[src/core/ecit_regs.vh]
`ifndef ECIT_REGS_VH
`define ECIT_REGS_VH

// Register byte addresses.
`define ECIT_ADDR_CAP0_RISE 8'h22
`define ECIT_ADDR_CAP1_RISE 8'h23
`define ECIT_ADDR_CAP0_FALL 8'h24
`define ECIT_ADDR_CAP1_FALL 8'h25
`define ECIT_ADDR_IVL_CNT_LO 8'h26
`define ECIT_ADDR_IVL_CNT_HI 8'h27
`define ECIT_ADDR_IVL_RLD_LO 8'h28
`define ECIT_ADDR_IVL_RLD_HI 8'h29
`define ECIT_ADDR_CONFIG 8'h2A
`define ECIT_ADDR_IRQ_EN 8'h2B
`define ECIT_ADDR_IRQ_STAT 8'h2C
`define ECIT_ADDR_IVL_STAT 8'h2D
`define ECIT_ADDR_TIME_LO 8'h2E
`define ECIT_ADDR_TIME_HI 8'h2F

// Configuration field positions.
`define ECIT_CFG_HOLD_BIT 7
`define ECIT_CFG_PRESC_HI 6
`define ECIT_CFG_PRESC_LO 4
`define ECIT_CFG_WIDE_BIT 3
`define ECIT_CFG_MASK 8'hF8

// Capture event bit positions in enable and status.
`define ECIT_EV_C0_RISE 0
`define ECIT_EV_C0_FALL 1
`define ECIT_EV_C1_RISE 2
`define ECIT_EV_C1_FALL 3

`define ECIT_RST_BYTE 8'h00
`define ECIT_RST_WORD12 12'h000
`define ECIT_RST_WORD16 16'h0000

`endif

[src/core/ecit_core.v]
// Decided for this implementation: the plain strobed port.
`timescale 1ns/1ns
`include "ecit_regs.vh"

module ecit_core (
  input wire ref_clk,
  input wire rst,
  input wire time_base_clock,
  input wire capture_input_a,
  input wire capture_input_b,
  input wire [7:0] addr,
  input wire [7:0] wdata,
  input wire wr,
  input wire rd,
  output reg [7:0] rdata,
  output wire capture_irq,
  output wire interval_irq
);

  reg [7:0] capture0_rise_time;
  reg [7:0] capture1_rise_time;
  reg [7:0] capture0_fall_time;
  reg [7:0] capture1_fall_time;
  reg [3:0] cap_full;
  reg [11:0] interval_count;
  reg [3:0] count_high_hold;
  reg [7:0] interval_reload_low;
  reg [3:0] interval_reload_high;
  reg [11:0] interval_reload;
  reg [7:0] capture_config;
  reg [3:0] capture_irq_enable;
  reg [3:0] capture_irq_status;
  reg interval_status;
  reg interval_mask;
  reg [15:0] time_base;
  reg [7:0] time_hi_hold;
  reg tb_clk_s1;
  reg tb_clk_s2;
  reg tb_clk_s3;
  reg in_a_d;
  reg in_b_d;

  wire hold_mode;
  wire wide_mode;
  wire [2:0] prescale;
  wire tb_tick;
  wire a_rise;
  wire a_fall;
  wire b_rise;
  wire b_fall;
  wire [3:0] cap_event;
  wire [3:0] cap_load;
  wire [3:0] cap_read;
  wire [7:0] narrow_time;
  wire interval_wrap;
  wire [3:0] stat_clear;

  // Window of the time base selected by the prescale code.
  function [7:0] ecit_window;
    input [15:0] tb;
    input [2:0] sel;
    begin
      ecit_window = tb[sel +: 8];
    end
  endfunction

  function is_read;
    input [7:0] a;
    input [7:0] target;
    input strobe;
    begin
      is_read = strobe && (a == target);
    end
  endfunction

  assign hold_mode = capture_config[`ECIT_CFG_HOLD_BIT];
  assign wide_mode = capture_config[`ECIT_CFG_WIDE_BIT];
  assign prescale = capture_config[`ECIT_CFG_PRESC_HI:`ECIT_CFG_PRESC_LO];

  // The capture clock is sampled as a level and its rising edge drives a
  // time base in the register clock domain. It must run below half of ref_clk.
  always @(posedge ref_clk) begin
    if (rst) begin
      tb_clk_s1 <= 1'b0;
      tb_clk_s2 <= 1'b0;
      tb_clk_s3 <= 1'b0;
    end else begin
      tb_clk_s1 <= time_base_clock;
      tb_clk_s2 <= tb_clk_s1;
      tb_clk_s3 <= tb_clk_s2;
    end
  end
  assign tb_tick = tb_clk_s2 & ~tb_clk_s3;

  always @(posedge ref_clk) begin
    if (rst) begin
      time_base <= `ECIT_RST_WORD16;
    end else if (tb_tick) begin
      time_base <= time_base + 16'h0001;
    end
  end

  always @(posedge ref_clk) begin
    if (rst) begin
      in_a_d <= 1'b0;
      in_b_d <= 1'b0;
    end else begin
      in_a_d <= capture_input_a;
      in_b_d <= capture_input_b;
    end
  end

  assign a_rise = capture_input_a & ~in_a_d;
  assign a_fall = ~capture_input_a & in_a_d;
  // Input b is ignored entirely while the channels are joined.
  assign b_rise = capture_input_b & ~in_b_d & ~wide_mode;
  assign b_fall = ~capture_input_b & in_b_d & ~wide_mode;
  assign cap_event = {b_fall, b_rise, a_fall, a_rise};

  assign cap_read[`ECIT_EV_C0_RISE] = is_read(addr, `ECIT_ADDR_CAP0_RISE, rd);
  assign cap_read[`ECIT_EV_C0_FALL] = is_read(addr, `ECIT_ADDR_CAP0_FALL, rd);
  assign cap_read[`ECIT_EV_C1_RISE] = is_read(addr, `ECIT_ADDR_CAP1_RISE, rd);
  assign cap_read[`ECIT_EV_C1_FALL] = is_read(addr, `ECIT_ADDR_CAP1_FALL, rd);

  // In wide mode a channel 0 edge also fills the channel 1 register, so hold
  // for the pair follows the channel 0 register alone.
  assign cap_load[`ECIT_EV_C0_RISE] = a_rise & (~hold_mode | ~cap_full[`ECIT_EV_C0_RISE]);
  assign cap_load[`ECIT_EV_C0_FALL] = a_fall & (~hold_mode | ~cap_full[`ECIT_EV_C0_FALL]);
  assign cap_load[`ECIT_EV_C1_RISE] = b_rise & (~hold_mode | ~cap_full[`ECIT_EV_C1_RISE]);
  assign cap_load[`ECIT_EV_C1_FALL] = b_fall & (~hold_mode | ~cap_full[`ECIT_EV_C1_FALL]);

  assign narrow_time = ecit_window(time_base, prescale);

  always @(posedge ref_clk) begin
    if (rst) begin
      capture0_rise_time <= `ECIT_RST_BYTE;
      capture1_rise_time <= `ECIT_RST_BYTE;
      capture0_fall_time <= `ECIT_RST_BYTE;
      capture1_fall_time <= `ECIT_RST_BYTE;
    end else if (wide_mode) begin
      if (cap_load[`ECIT_EV_C0_RISE]) begin
        capture0_rise_time <= time_base[7:0];
        capture1_rise_time <= time_base[15:8];
      end
      if (cap_load[`ECIT_EV_C0_FALL]) begin
        capture0_fall_time <= time_base[7:0];
        capture1_fall_time <= time_base[15:8];
      end
    end else begin
      if (cap_load[`ECIT_EV_C0_RISE]) begin
        capture0_rise_time <= narrow_time;
      end
      if (cap_load[`ECIT_EV_C0_FALL]) begin
        capture0_fall_time <= narrow_time;
      end
      if (cap_load[`ECIT_EV_C1_RISE]) begin
        capture1_rise_time <= narrow_time;
      end
      if (cap_load[`ECIT_EV_C1_FALL]) begin
        capture1_fall_time <= narrow_time;
      end
    end
  end

  // A load in the same cycle as a read wins, so a fresh edge is not lost.
  always @(posedge ref_clk) begin
    if (rst) begin
      cap_full <= 4'h0;
    end else begin
      cap_full <= (cap_full & ~cap_read) | cap_load;
    end
  end

  // Interval timer.
  assign interval_wrap = (interval_count == `ECIT_RST_WORD12);

  always @(posedge ref_clk) begin
    if (rst) begin
      interval_count <= `ECIT_RST_WORD12;
    end else if (interval_wrap) begin
      interval_count <= interval_reload;
    end else begin
      interval_count <= interval_count - 12'h001;
    end
  end

  always @(posedge ref_clk) begin
    if (rst) begin
      count_high_hold <= 4'h0;
      time_hi_hold <= `ECIT_RST_BYTE;
    end else begin
      if (is_read(addr, `ECIT_ADDR_IVL_CNT_LO, rd)) begin
        count_high_hold <= interval_count[11:8];
      end
      if (is_read(addr, `ECIT_ADDR_TIME_LO, rd)) begin
        time_hi_hold <= time_base[15:8];
      end
    end
  end

  // The reload only takes effect as a whole when the high nibble is written,
  // so software writes the low byte first.
  always @(posedge ref_clk) begin
    if (rst) begin
      interval_reload_low <= `ECIT_RST_BYTE;
      interval_reload_high <= 4'h0;
      interval_reload <= `ECIT_RST_WORD12;
      capture_config <= `ECIT_RST_BYTE;
      capture_irq_enable <= 4'h0;
      interval_mask <= 1'b0;
    end else if (wr) begin
      case (addr)
        `ECIT_ADDR_IVL_RLD_LO: begin
          interval_reload_low <= wdata;
        end
        `ECIT_ADDR_IVL_RLD_HI: begin
          interval_reload_high <= wdata[3:0];
          interval_reload <= {wdata[3:0], interval_reload_low};
        end
        `ECIT_ADDR_CONFIG: begin
          capture_config <= wdata & `ECIT_CFG_MASK;
        end
        `ECIT_ADDR_IRQ_EN: begin
          capture_irq_enable <= wdata[3:0];
        end
        `ECIT_ADDR_IVL_STAT: begin
          interval_mask <= wdata[1];
        end
        default: begin
        end
      endcase
    end
  end

  assign stat_clear = (wr && addr == `ECIT_ADDR_IRQ_STAT) ? wdata[3:0] : 4'h0;

  // Set beats clear so an edge in the clearing cycle is kept.
  always @(posedge ref_clk) begin
    if (rst) begin
      capture_irq_status <= 4'h0;
      interval_status <= 1'b0;
    end else begin
      capture_irq_status <= (capture_irq_status & ~stat_clear) | cap_event;
      interval_status <= (interval_status & ~(wr && addr == `ECIT_ADDR_IVL_STAT && wdata[0])) | interval_wrap;
    end
  end

  assign capture_irq = |(capture_irq_status & capture_irq_enable);
  assign interval_irq = interval_status & interval_mask;

  always @(posedge ref_clk) begin
    if (rst) begin
      rdata <= `ECIT_RST_BYTE;
    end else if (rd) begin
      case (addr)
        `ECIT_ADDR_CAP0_RISE: rdata <= capture0_rise_time;
        `ECIT_ADDR_CAP1_RISE: rdata <= capture1_rise_time;
        `ECIT_ADDR_CAP0_FALL: rdata <= capture0_fall_time;
        `ECIT_ADDR_CAP1_FALL: rdata <= capture1_fall_time;
        `ECIT_ADDR_IVL_CNT_LO: rdata <= interval_count[7:0];
        `ECIT_ADDR_IVL_CNT_HI: rdata <= {4'h0, count_high_hold};
        `ECIT_ADDR_IVL_RLD_LO: rdata <= interval_reload_low;
        `ECIT_ADDR_IVL_RLD_HI: rdata <= {4'h0, interval_reload_high};
        `ECIT_ADDR_CONFIG: rdata <= capture_config;
        `ECIT_ADDR_IRQ_EN: rdata <= {4'h0, capture_irq_enable};
        `ECIT_ADDR_IRQ_STAT: rdata <= {4'h0, capture_irq_status};
        `ECIT_ADDR_IVL_STAT: rdata <= {6'h00, interval_mask, interval_status};
        `ECIT_ADDR_TIME_LO: rdata <= time_base[7:0];
        `ECIT_ADDR_TIME_HI: rdata <= time_hi_hold;
        default: rdata <= `ECIT_RST_BYTE;
      endcase
    end else begin
      rdata <= `ECIT_RST_BYTE;
    end
  end

endmodule // ecit_core

[config.mk]
export PLATFORM = sky130hd
export DESIGN_NAME = ecit_core
export DESIGN_NICKNAME = d
export VERILOG_FILES = /design/src/core/ecit_core.v
export VERILOG_INCLUDE_DIRS = /design/src /design/src/core
export SDC_FILE = /design/constraint.sdc
export NUM_CORES = 1
export LEC_CHECK = 0
export CAP_MARGIN = 20
export CORE_AREA = 5 5 141 143
export CTS_BUF_LIST = sky130_fd_sc_hd__clkbuf_2 sky130_fd_sc_hd__clkbuf_4 sky130_fd_sc_hd__clkbuf_8
export DETAILED_ROUTE_END_ITERATION = 8
export DIE_AREA = 0 0 146 148
export DONT_BUFFER_PORTS = 1
export PLACE_DENSITY_LB_ADDON = 0.1
export SETUP_SLACK_MARGIN = 0.3
export SLEW_MARGIN = 0
export SYNTH_ARGS = -nofsm -noshare
export SYNTH_HDL_FRONTEND = slang
export SYNTH_SLANG_ARGS = --single-unit
[constraint.sdc]
create_clock -name ref_clk -period 3.9 [get_ports ref_clk]
set_input_delay 0.585 -clock ref_clk [delete_from_list [all_inputs] [get_ports ref_clk]]
set_output_delay 0.585 -clock ref_clk [all_outputs]
set_load 0.03 [all_outputs]
==> results.py, run 1 <==
metrics = {
    "synth": {
        "synth_warnings": 0,
        "synthCells": 699,
        "ys_dominant_reg_cell": "dfxtp_1",
        "synth-xor-area-share": 0.02504,
        "syn_area_um2": 6296,
        "syn_nets": 725,
        "synthAdderAreaFrac": 0.005962,
        "synth-edff-count": 0,
        "synth_compound_area_frac": 0.1508,
        "yosysTopAreaCell": "dfxtp_1",
        "synth_seq_cells": 124,
        "synthArstFlopShare": 0,
        "synth_mux_area_frac": 0.1415,
        "synth-simple-area-share": 0.2381,
        "synth_cell_types": 62,
        "synth_top_family_by_area": "simple AND/OR/NAND/NOR gates",
        "synth.top_cells.by_area": "dfxtp_1 39%, mux2i_1 8.4%, nor2_1 5.7%",
        "synth-seq-area-share": 0.3943,
        "synth_top_area_frac": 0.3943,
        "avgSynthCellArea_um2": 9.007,
    },
    "global_route": {
        "grt_pass1_vias": 5076,
        "grt_pass1_wl_um": 30450,
        "antenna_found_initial": 0,
        "grt_max_degree": 125,
        "grt_usage": 0.1839,
        "grt_overflow": 0,
    },
    "finish": {
        "fillCellCount": 1892,
        "drive_above_1_share": 0.1355,
        "reg_top3": "time_base: 16 flops, interval_count: 12 flops",
        "fin_cells": 913,
        "area_growth_pct": 7.393,
        "num-nets-final": 692,
        "largest_reg_flops": 16,
        "seq_area_um2": 2482,
        "diodes": 0,
        "largest-register": "time_base",
        "multi_input_comb_area_um2": 3540,
    },
    "place": {
        "placedCellCount": 881,
        "routabilityCongestion": 0.8607,
        "port_buffers": 0,
        "dp_hpwl_um": 13800,
    },
    "critical_path": {
        "cp_max_fo": 21,
        "end_kind": "flip-flop",
        "worst-endpoint-arrival_ns": 2.49,
        "cp_slowest_cell": "or4_4",
        "crit_path_cell_trace": "inv_1 -> ha_1 -> or3b_2 -> or4_4 -> nor2_1 -> a211oi_2",
        "path_class": "flip-flop to flip-flop",
        "max_stage_delay_ns": 0.60,
        "cp_top_family": "simple AND/OR/NAND/NOR gates",
        "cp-start-kind": "flip-flop",
        "required_ns": 4.23,
        "critPathBufInv": 1,
    },
    "run": {
        "maxCapViolations": 0,
    },
    "drt": {
        "drt-initial-drc-count": 419,
        "via_per_inst": 5.655,
        "route.detailed.drc": 0,
        "via_count": 5163,
        "ant_nets": 0,
        "first_pass_iters": 5,
        "wirelength_um": 19630,
        "wl_per_cell_um": 21.50,
    },
    "outcome": {
        "status": "finished clean",
    },
    "floorplan": {
        "die_h_um": 148,
        "io_pins": 33,
        "die_x_um": 146,
        "dieArea_um2": 21610,
        "core_area_um2": 18460,
        "initial_core_util": 0.3412,
        "fp-row-count": 50,
    },
    "clock_tree": {
        "cts_tree": "built",
        "clockRootBuffer": "clkbuf_8",
        "htreeDepth": 4,
        "numCtsBuffers": 17,
        "cts_hold_buffers": 0,
        "cts_resized": 0,
        "clk_path_buf_depth": 2,
        "postCtsSetupBuffers": 0,
        "cts.reportedPaths.clkPinSlew_ns": 0.08,
        "cts.sinks": 124,
        "insertion_delay_ns": 0.45,
    },
    "timing": {
        "tightest_slew_ns": 0.7114,
        "fin_setup_tns_ns": 0,
        "finalCriticalPeriod_ns": 2.158,
        "slew_viol_final": 0,
        "rsz0062_at_grt": "no",
        "final.period_utilization": 0.5534,
        "hold_violations": 0,
        "slew_headroom": 0.5248,
        "setup_viol": 0,
        "maxClockFrequency_ghz": 0.4634,
        "finClkSkew_ns": 0.01138,
    },
    "pwr": {
        "p_leak_nw": 2.219,
        "power_density_nw_per_um2": 443.6,
        "ir_drop_mv": 0.1969,
    },
    "worst_hold_path": {
        "hold_path.class": "input pin to flip-flop",
    },
}
## final timing paths
path / from / endpoint / slack [ns] / depth (start not counted)
worst max-delay path: interval_count[0] / interval_count[9] / 1.74 / 6
worst max register to register: interval_count[0] / interval_count[9] / 1.74 / 6
worst min register to register: tb_clk_s1 / tb_clk_s2 / 0.45 / 1
worst min-delay path: rst / time_base[11] / 0.19 / 1
## cell type report
| cell class | instances | share of cell area |
|---|---|---|
| repair buffers | 6 | 0.006662 |
| multi-input cells | 509 | 0.5235 |
| clock buffers | 18 | 0.03664 |
| clock inverters | 14 | 0.01832 |
| flip-flops and latches | 124 | 0.3671 |
| well taps | 234 | 0.04330 |
| inverters | 8 | 0.004441 |
## per-layer routing
layer,GRT usage,wire [µm],vias up
met3,0.04077,1062,26
met1,0.2393,8778,2510
met4,0.06491,401,0
li1,-,-,2477
met5,0,0,-
met2,0.3024,9388,150
## logic make-up after synthesis
group | count (synthesis)
AO/OA/AOI/OAI | 129
flip-flops | 124
AND/OR/NAND/NOR | 285
multiplexers | 74
buffers and inverters | 66
XOR/XNOR | 18
adder cells (fa/ha/maj) | 3
## metrics by stage
step                      utilization  power [W]  hold WS, ns  worst slack (ns)  area, µm²
after floorplan                     -   0.001883       0.4138             1.751       6296
after global placement         0.3462   0.001932       0.4386             1.654       6390
after detailed placement       0.3462   0.001939       0.4428             1.623       6390
after CTS                      0.3664   0.003032       0.1783             1.731       6761
after global routing           0.3664   0.003149       0.1655             1.609       6761
final                          0.3664   0.002999       0.1950             1.742       6761
## cell usage in the layout (no fill, tap or decap), drive strengths merged, types with 9 or more instances in the layout
master and count:
dfxtp 124, nor2 95, mux2i 53, nand2 45
a21oi 34, nand3 31, nor2b 19, a311oi 18
clkbuf 18, o21ai 16, nand2b 13, nand3b 13
nor3 13, mux4 11, xnor2 11, a211oi 11
mux2 10, a22oi 9, clkinv 9
## synthesized netlist by cell type, types with 3 or more instances
cell type  instances
nand4_1            6
a32oi_1            5
buf_6              3
dfxtp_1          124
and4b_1            4
or2_2              8
nor3_1             9
and4_1             3
o22ai_1            3
nor4_1             6
a311o_1            4
inv_1              8
a211oi_2          10
a31oi_1            8
mux2i_1           53
and3_1             8
ha_1               3
clkbuf_1          46
mux2_2            10
nand3b_1          13
buf_2              4
nand2_1           45
mux4_2            11
o22a_1             4
nor2_1            95
a22oi_1            9
a311oi_1          18
nand2b_1          13
nor3b_1            4
xnor2_1           11
o21ai_0           16
nor2b_1           19
a31o_2             3
nand3_1           31
nor3_2             3
buf_1              4
xor2_1             7
a21oi_1           34
## power by group
| group | total (W) | internal [W] | leakage [nW] | switching (W) |
|---|---|---|---|---|
| logic | 0.000485 | 0.000226 | 1.03 | 0.000259 |
| registers | 0.00143 | 0.00133 | 1.01 | 0.0000947 |
| clock network | 0.00109 | 0.000518 | 0.180 | 0.000569 |
| total | 0.00300 | 0.00208 | 2.22 | 0.000923 |
## worst reg2reg max path, cell delays in order, from the launching register on
cell and delay (ns):
dfxtp_1 0.39, inv_1 0.11, ha_1 0.21, or3b_2 0.45, or4_4 0.60, nor2_1 0.22
a211oi_2 0.07
Power figures use the tool's default switching activity.
==> run 2, diff against run 1 <==
Settings changed: ABC_AREA set to 1, CORE_AREA 5 5 141 143 to 5 5 142 144, DIE_AREA 0 0 146 148 to 0 0 147 149.
Clock period 3.9 ns to 1.8 ns, I/O delays scaled along.
==> run 2 against run 1 <==
First-iteration DRC count rose by 3.3%. Maximum frequency is 45% higher. Wire length rose by 12%. Largest power group unchanged.
==> results.py, run 2 <==
metrics = {
    "timing": {
        "setup_viol": 0,
        "hold_violations": 0,
        "finClkSkew_ns": 0.01597,
        "maxClockFrequency_ghz": 0.6734,
        "finalCriticalPeriod_ns": 1.485,
        "whs_ns": 0.02170,
        "fin_setup_tns_ns": 0,
        "final.period_utilization": 0.8250,
        "rsz0062_at_grt": "yes",
        "tightest_slew_ns": 0.4795,
        "slew_viol_final": 0,
        "slew_headroom": 0.6800,
    },
    "floorplan": {
        "core_area_um2": 18580,
        "die_h_um": 149,
        "dieArea_um2": 21900,
        "die_x_um": 147,
        "fp-row-count": 50,
        "io_pins": 33,
        "initial_core_util": 0.3478,
    },
    "pwr": {
        "p_comb_frac": 0.200,
        "intPower_w": 0.004803,
        "power_density_nw_per_um2": 902.2,
        "ir_drop_mv": 0.4272,
        "p_leak_nw": 3.499,
        "seqPwrFrac": 0.441,
        "swShare": 0.3199,
        "switching_power_w": 0.002259,
        "p_total_w": 0.007062,
        "p_clk_frac": 0.359,
    },
    "global_route": {
        "grt_usage": 0.2029,
        "grt_max_degree": 42,
        "met3_usage": 0.04801,
        "grt_pass1_wl_um": 34240,
        "grt_pass1_vias": 6143,
        "met1_usage": 0.2614,
        "grt.met2_usage": 0.3363,
        "grt_overflow": 0,
        "busiest_layer": "met2",
        "antenna_found_initial": 0,
    },
    "drt": {
        "ant_nets": 0,
        "wirelength_um": 22010,
        "first_pass_iters": 5,
        "wl_per_cell_um": 16.97,
        "route.detailed.drc": 0,
        "drt-initial-drc-count": 433,
        "via_count": 6511,
        "via_per_inst": 5.020,
    },
    "finish": {
        "largest-register": "time_base",
        "diodes": 0,
        "final_core_util": 0.4213,
        "fin_cells": 1297,
        "num-nets-final": 1076,
        "layout_commonest_cell": "nand2_1",
        "layout_common_cells": "179 x nand2_1, 140 x nand3_1, 130 x inv_1",
        "largest_reg_flops": 16,
        "reg_top3": "time_base: 16 flops, interval_count: 12 flops",
        "drive_above_1_share": 0.1797,
        "area_growth_pct": 21.12,
    },
    "synth": {
        "yosysTopAreaCell": "dfxtp_1",
        "synth-seq-area-share": 0.3841,
        "synth-edff-count": 0,
        "avgSynthCellArea_um2": 6.456,
        "synthCells": 1001,
        "synth_top_area_frac": 0.3841,
        "ys_dominant_reg_cell": "dfxtp_1",
        "syn_nets": 1027,
        "yosysMostFrequentCell": "nand2_1",
        "synth_cell_types": 35,
        "synth_seq_cells": 124,
        "syn_area_um2": 6462,
        "synth.top_cells.by_area": "dfxtp_1 38%, nand3_1 12%, nand2_1 12%",
        "synthTopCellsByCount": "202 x nand2_1, 161 x nand3_1, 137 x inv_1",
        "synth_warnings": 0,
        "synthArstFlopShare": 0,
    },
    "clock_tree": {
        "insertion_delay_ns": 0.46,
        "clk_path_buf_depth": 2,
        "cts.sinks": 124,
        "cts_tree": "built",
        "clockRootBuffer": "clkbuf_8",
        "htreeDepth": 4,
        "numCtsBuffers": 17,
        "cts.reportedPaths.clkPinSlew_ns": 0.08,
    },
    "critical_path": {
        "end_kind": "flip-flop",
        "path_class": "flip-flop to flip-flop",
        "cp-start-kind": "flip-flop",
        "required_ns": 2.15,
        "worst-endpoint-arrival_ns": 1.84,
        "cp_max_fo": 6,
    },
    "outcome": {
        "status": "finished clean",
    },
    "run": {
        "maxCapViolations": 0,
    },
    "place": {
        "placedCellCount": 1241,
        "dp_hpwl_um": 15770,
        "routabilityCongestion": 0.8663,
        "port_buffers": 0,
    },
    "worst_hold_path": {
        "hold_path.class": "input pin to flip-flop",
    },
}
## run 2: cell types whose count changed after synthesis, moves of 13 or more
cell and delta:
nand2b_1 -13, clkbuf_1 -33, mux2i_1 -53, a311oi_1 -18, o21ai_1 +21, o21ai_0 +59, inv_1 +129, a21oi_1 +34
nand3_1 +130, nor2_1 +16, nor2b_1 -19, nand2_1 +157
## run 2: metrics by stage
step                setup slack (ns)  area (µm²)
floorplan                     0.3515        6462
global placement              0.2176        6929
detailed placement            0.2700        6929
CTS                           0.2881        7502
global route                  0.2292        7828
finish                        0.3150        7828
## run 2: power groups by stage
| stage | Sequential (W) | Combinational, W | Clock, W |
|---|---|---|---|
| after floorplan | 0.00310 | 0.000903 | 0 |
| after CTS | 0.00309 | 0.00134 | 0.00261 |
| after global routing | 0.00313 | 0.00159 | 0.00274 |
| after global placement | 0.00315 | 0.00127 | 0 |
| after detailed placement | 0.00315 | 0.00126 | 0 |
| final | 0.00311 | 0.00141 | 0.00254 |
## run 2: critical path, stage by stage, from the launching register on
cell        delay, ns
dfxtp_4          0.41
clkinvlp_4       0.23
nand2_2          0.15
nand3_1          0.10
nand3_1          0.11
nand2_1          0.09
nand2_2          0.10
nand3_1          0.09
nand2_1          0.07
inv_1            0.03
## run 2: cells by family (layout without fill, tap and decap cells)
group           count (synthesis)  count (layout)  synth area share
xor+xnor                        9               9           0.01220
buf+inv                       182             244            0.1148
flops                         124             124            0.3841
fa+ha+maj                       3               3          0.005809
compound gates                175             175            0.1408
simple gates                  508             508            0.3423
## run 2: worst paths after layout
path,depth (start not counted),start,slack [ns],end
worst max-delay path,9,capture_config[4],0.32,capture1_rise_time[0]
worst min-delay path,3,capture_input_b,0.02,capture_irq_status[3]
worst max register to register,9,capture_config[4],0.32,capture1_rise_time[0]
worst min register to register,2,tb_clk_s1,0.41,tb_clk_s2
## run 2: routing by layer
layer | wire (µm) | vias up
met1 | 9908 | 2986
met5 | 0 | -
met3 | 1144 | 38
met2 | 10440 | 153
li1 | - | 3334
met4 | 518 | 0
## run 2: final cells by class
type                       instances  area [µm²]
clock inverter                    13       143.9
clock buffer                      19       255.2
sequential                       124        2501
inverter                         142       543.0
timing repair buffer              69       615.6
tap                              234       292.8
timing repair inverter             1       7.507
fill                            2012       10750
multi-input combinational        695        3468
## run 2: timing repair
action                     in CTS  in global routing
gates cloned                    1                  0
hold buffers                   12                  0
gates resized for setup        14                 78
hold endpoints to repair       60                  0
setup buffers                   0                 11
pin swaps                       1                 26
setup endpoints to repair      10                 47
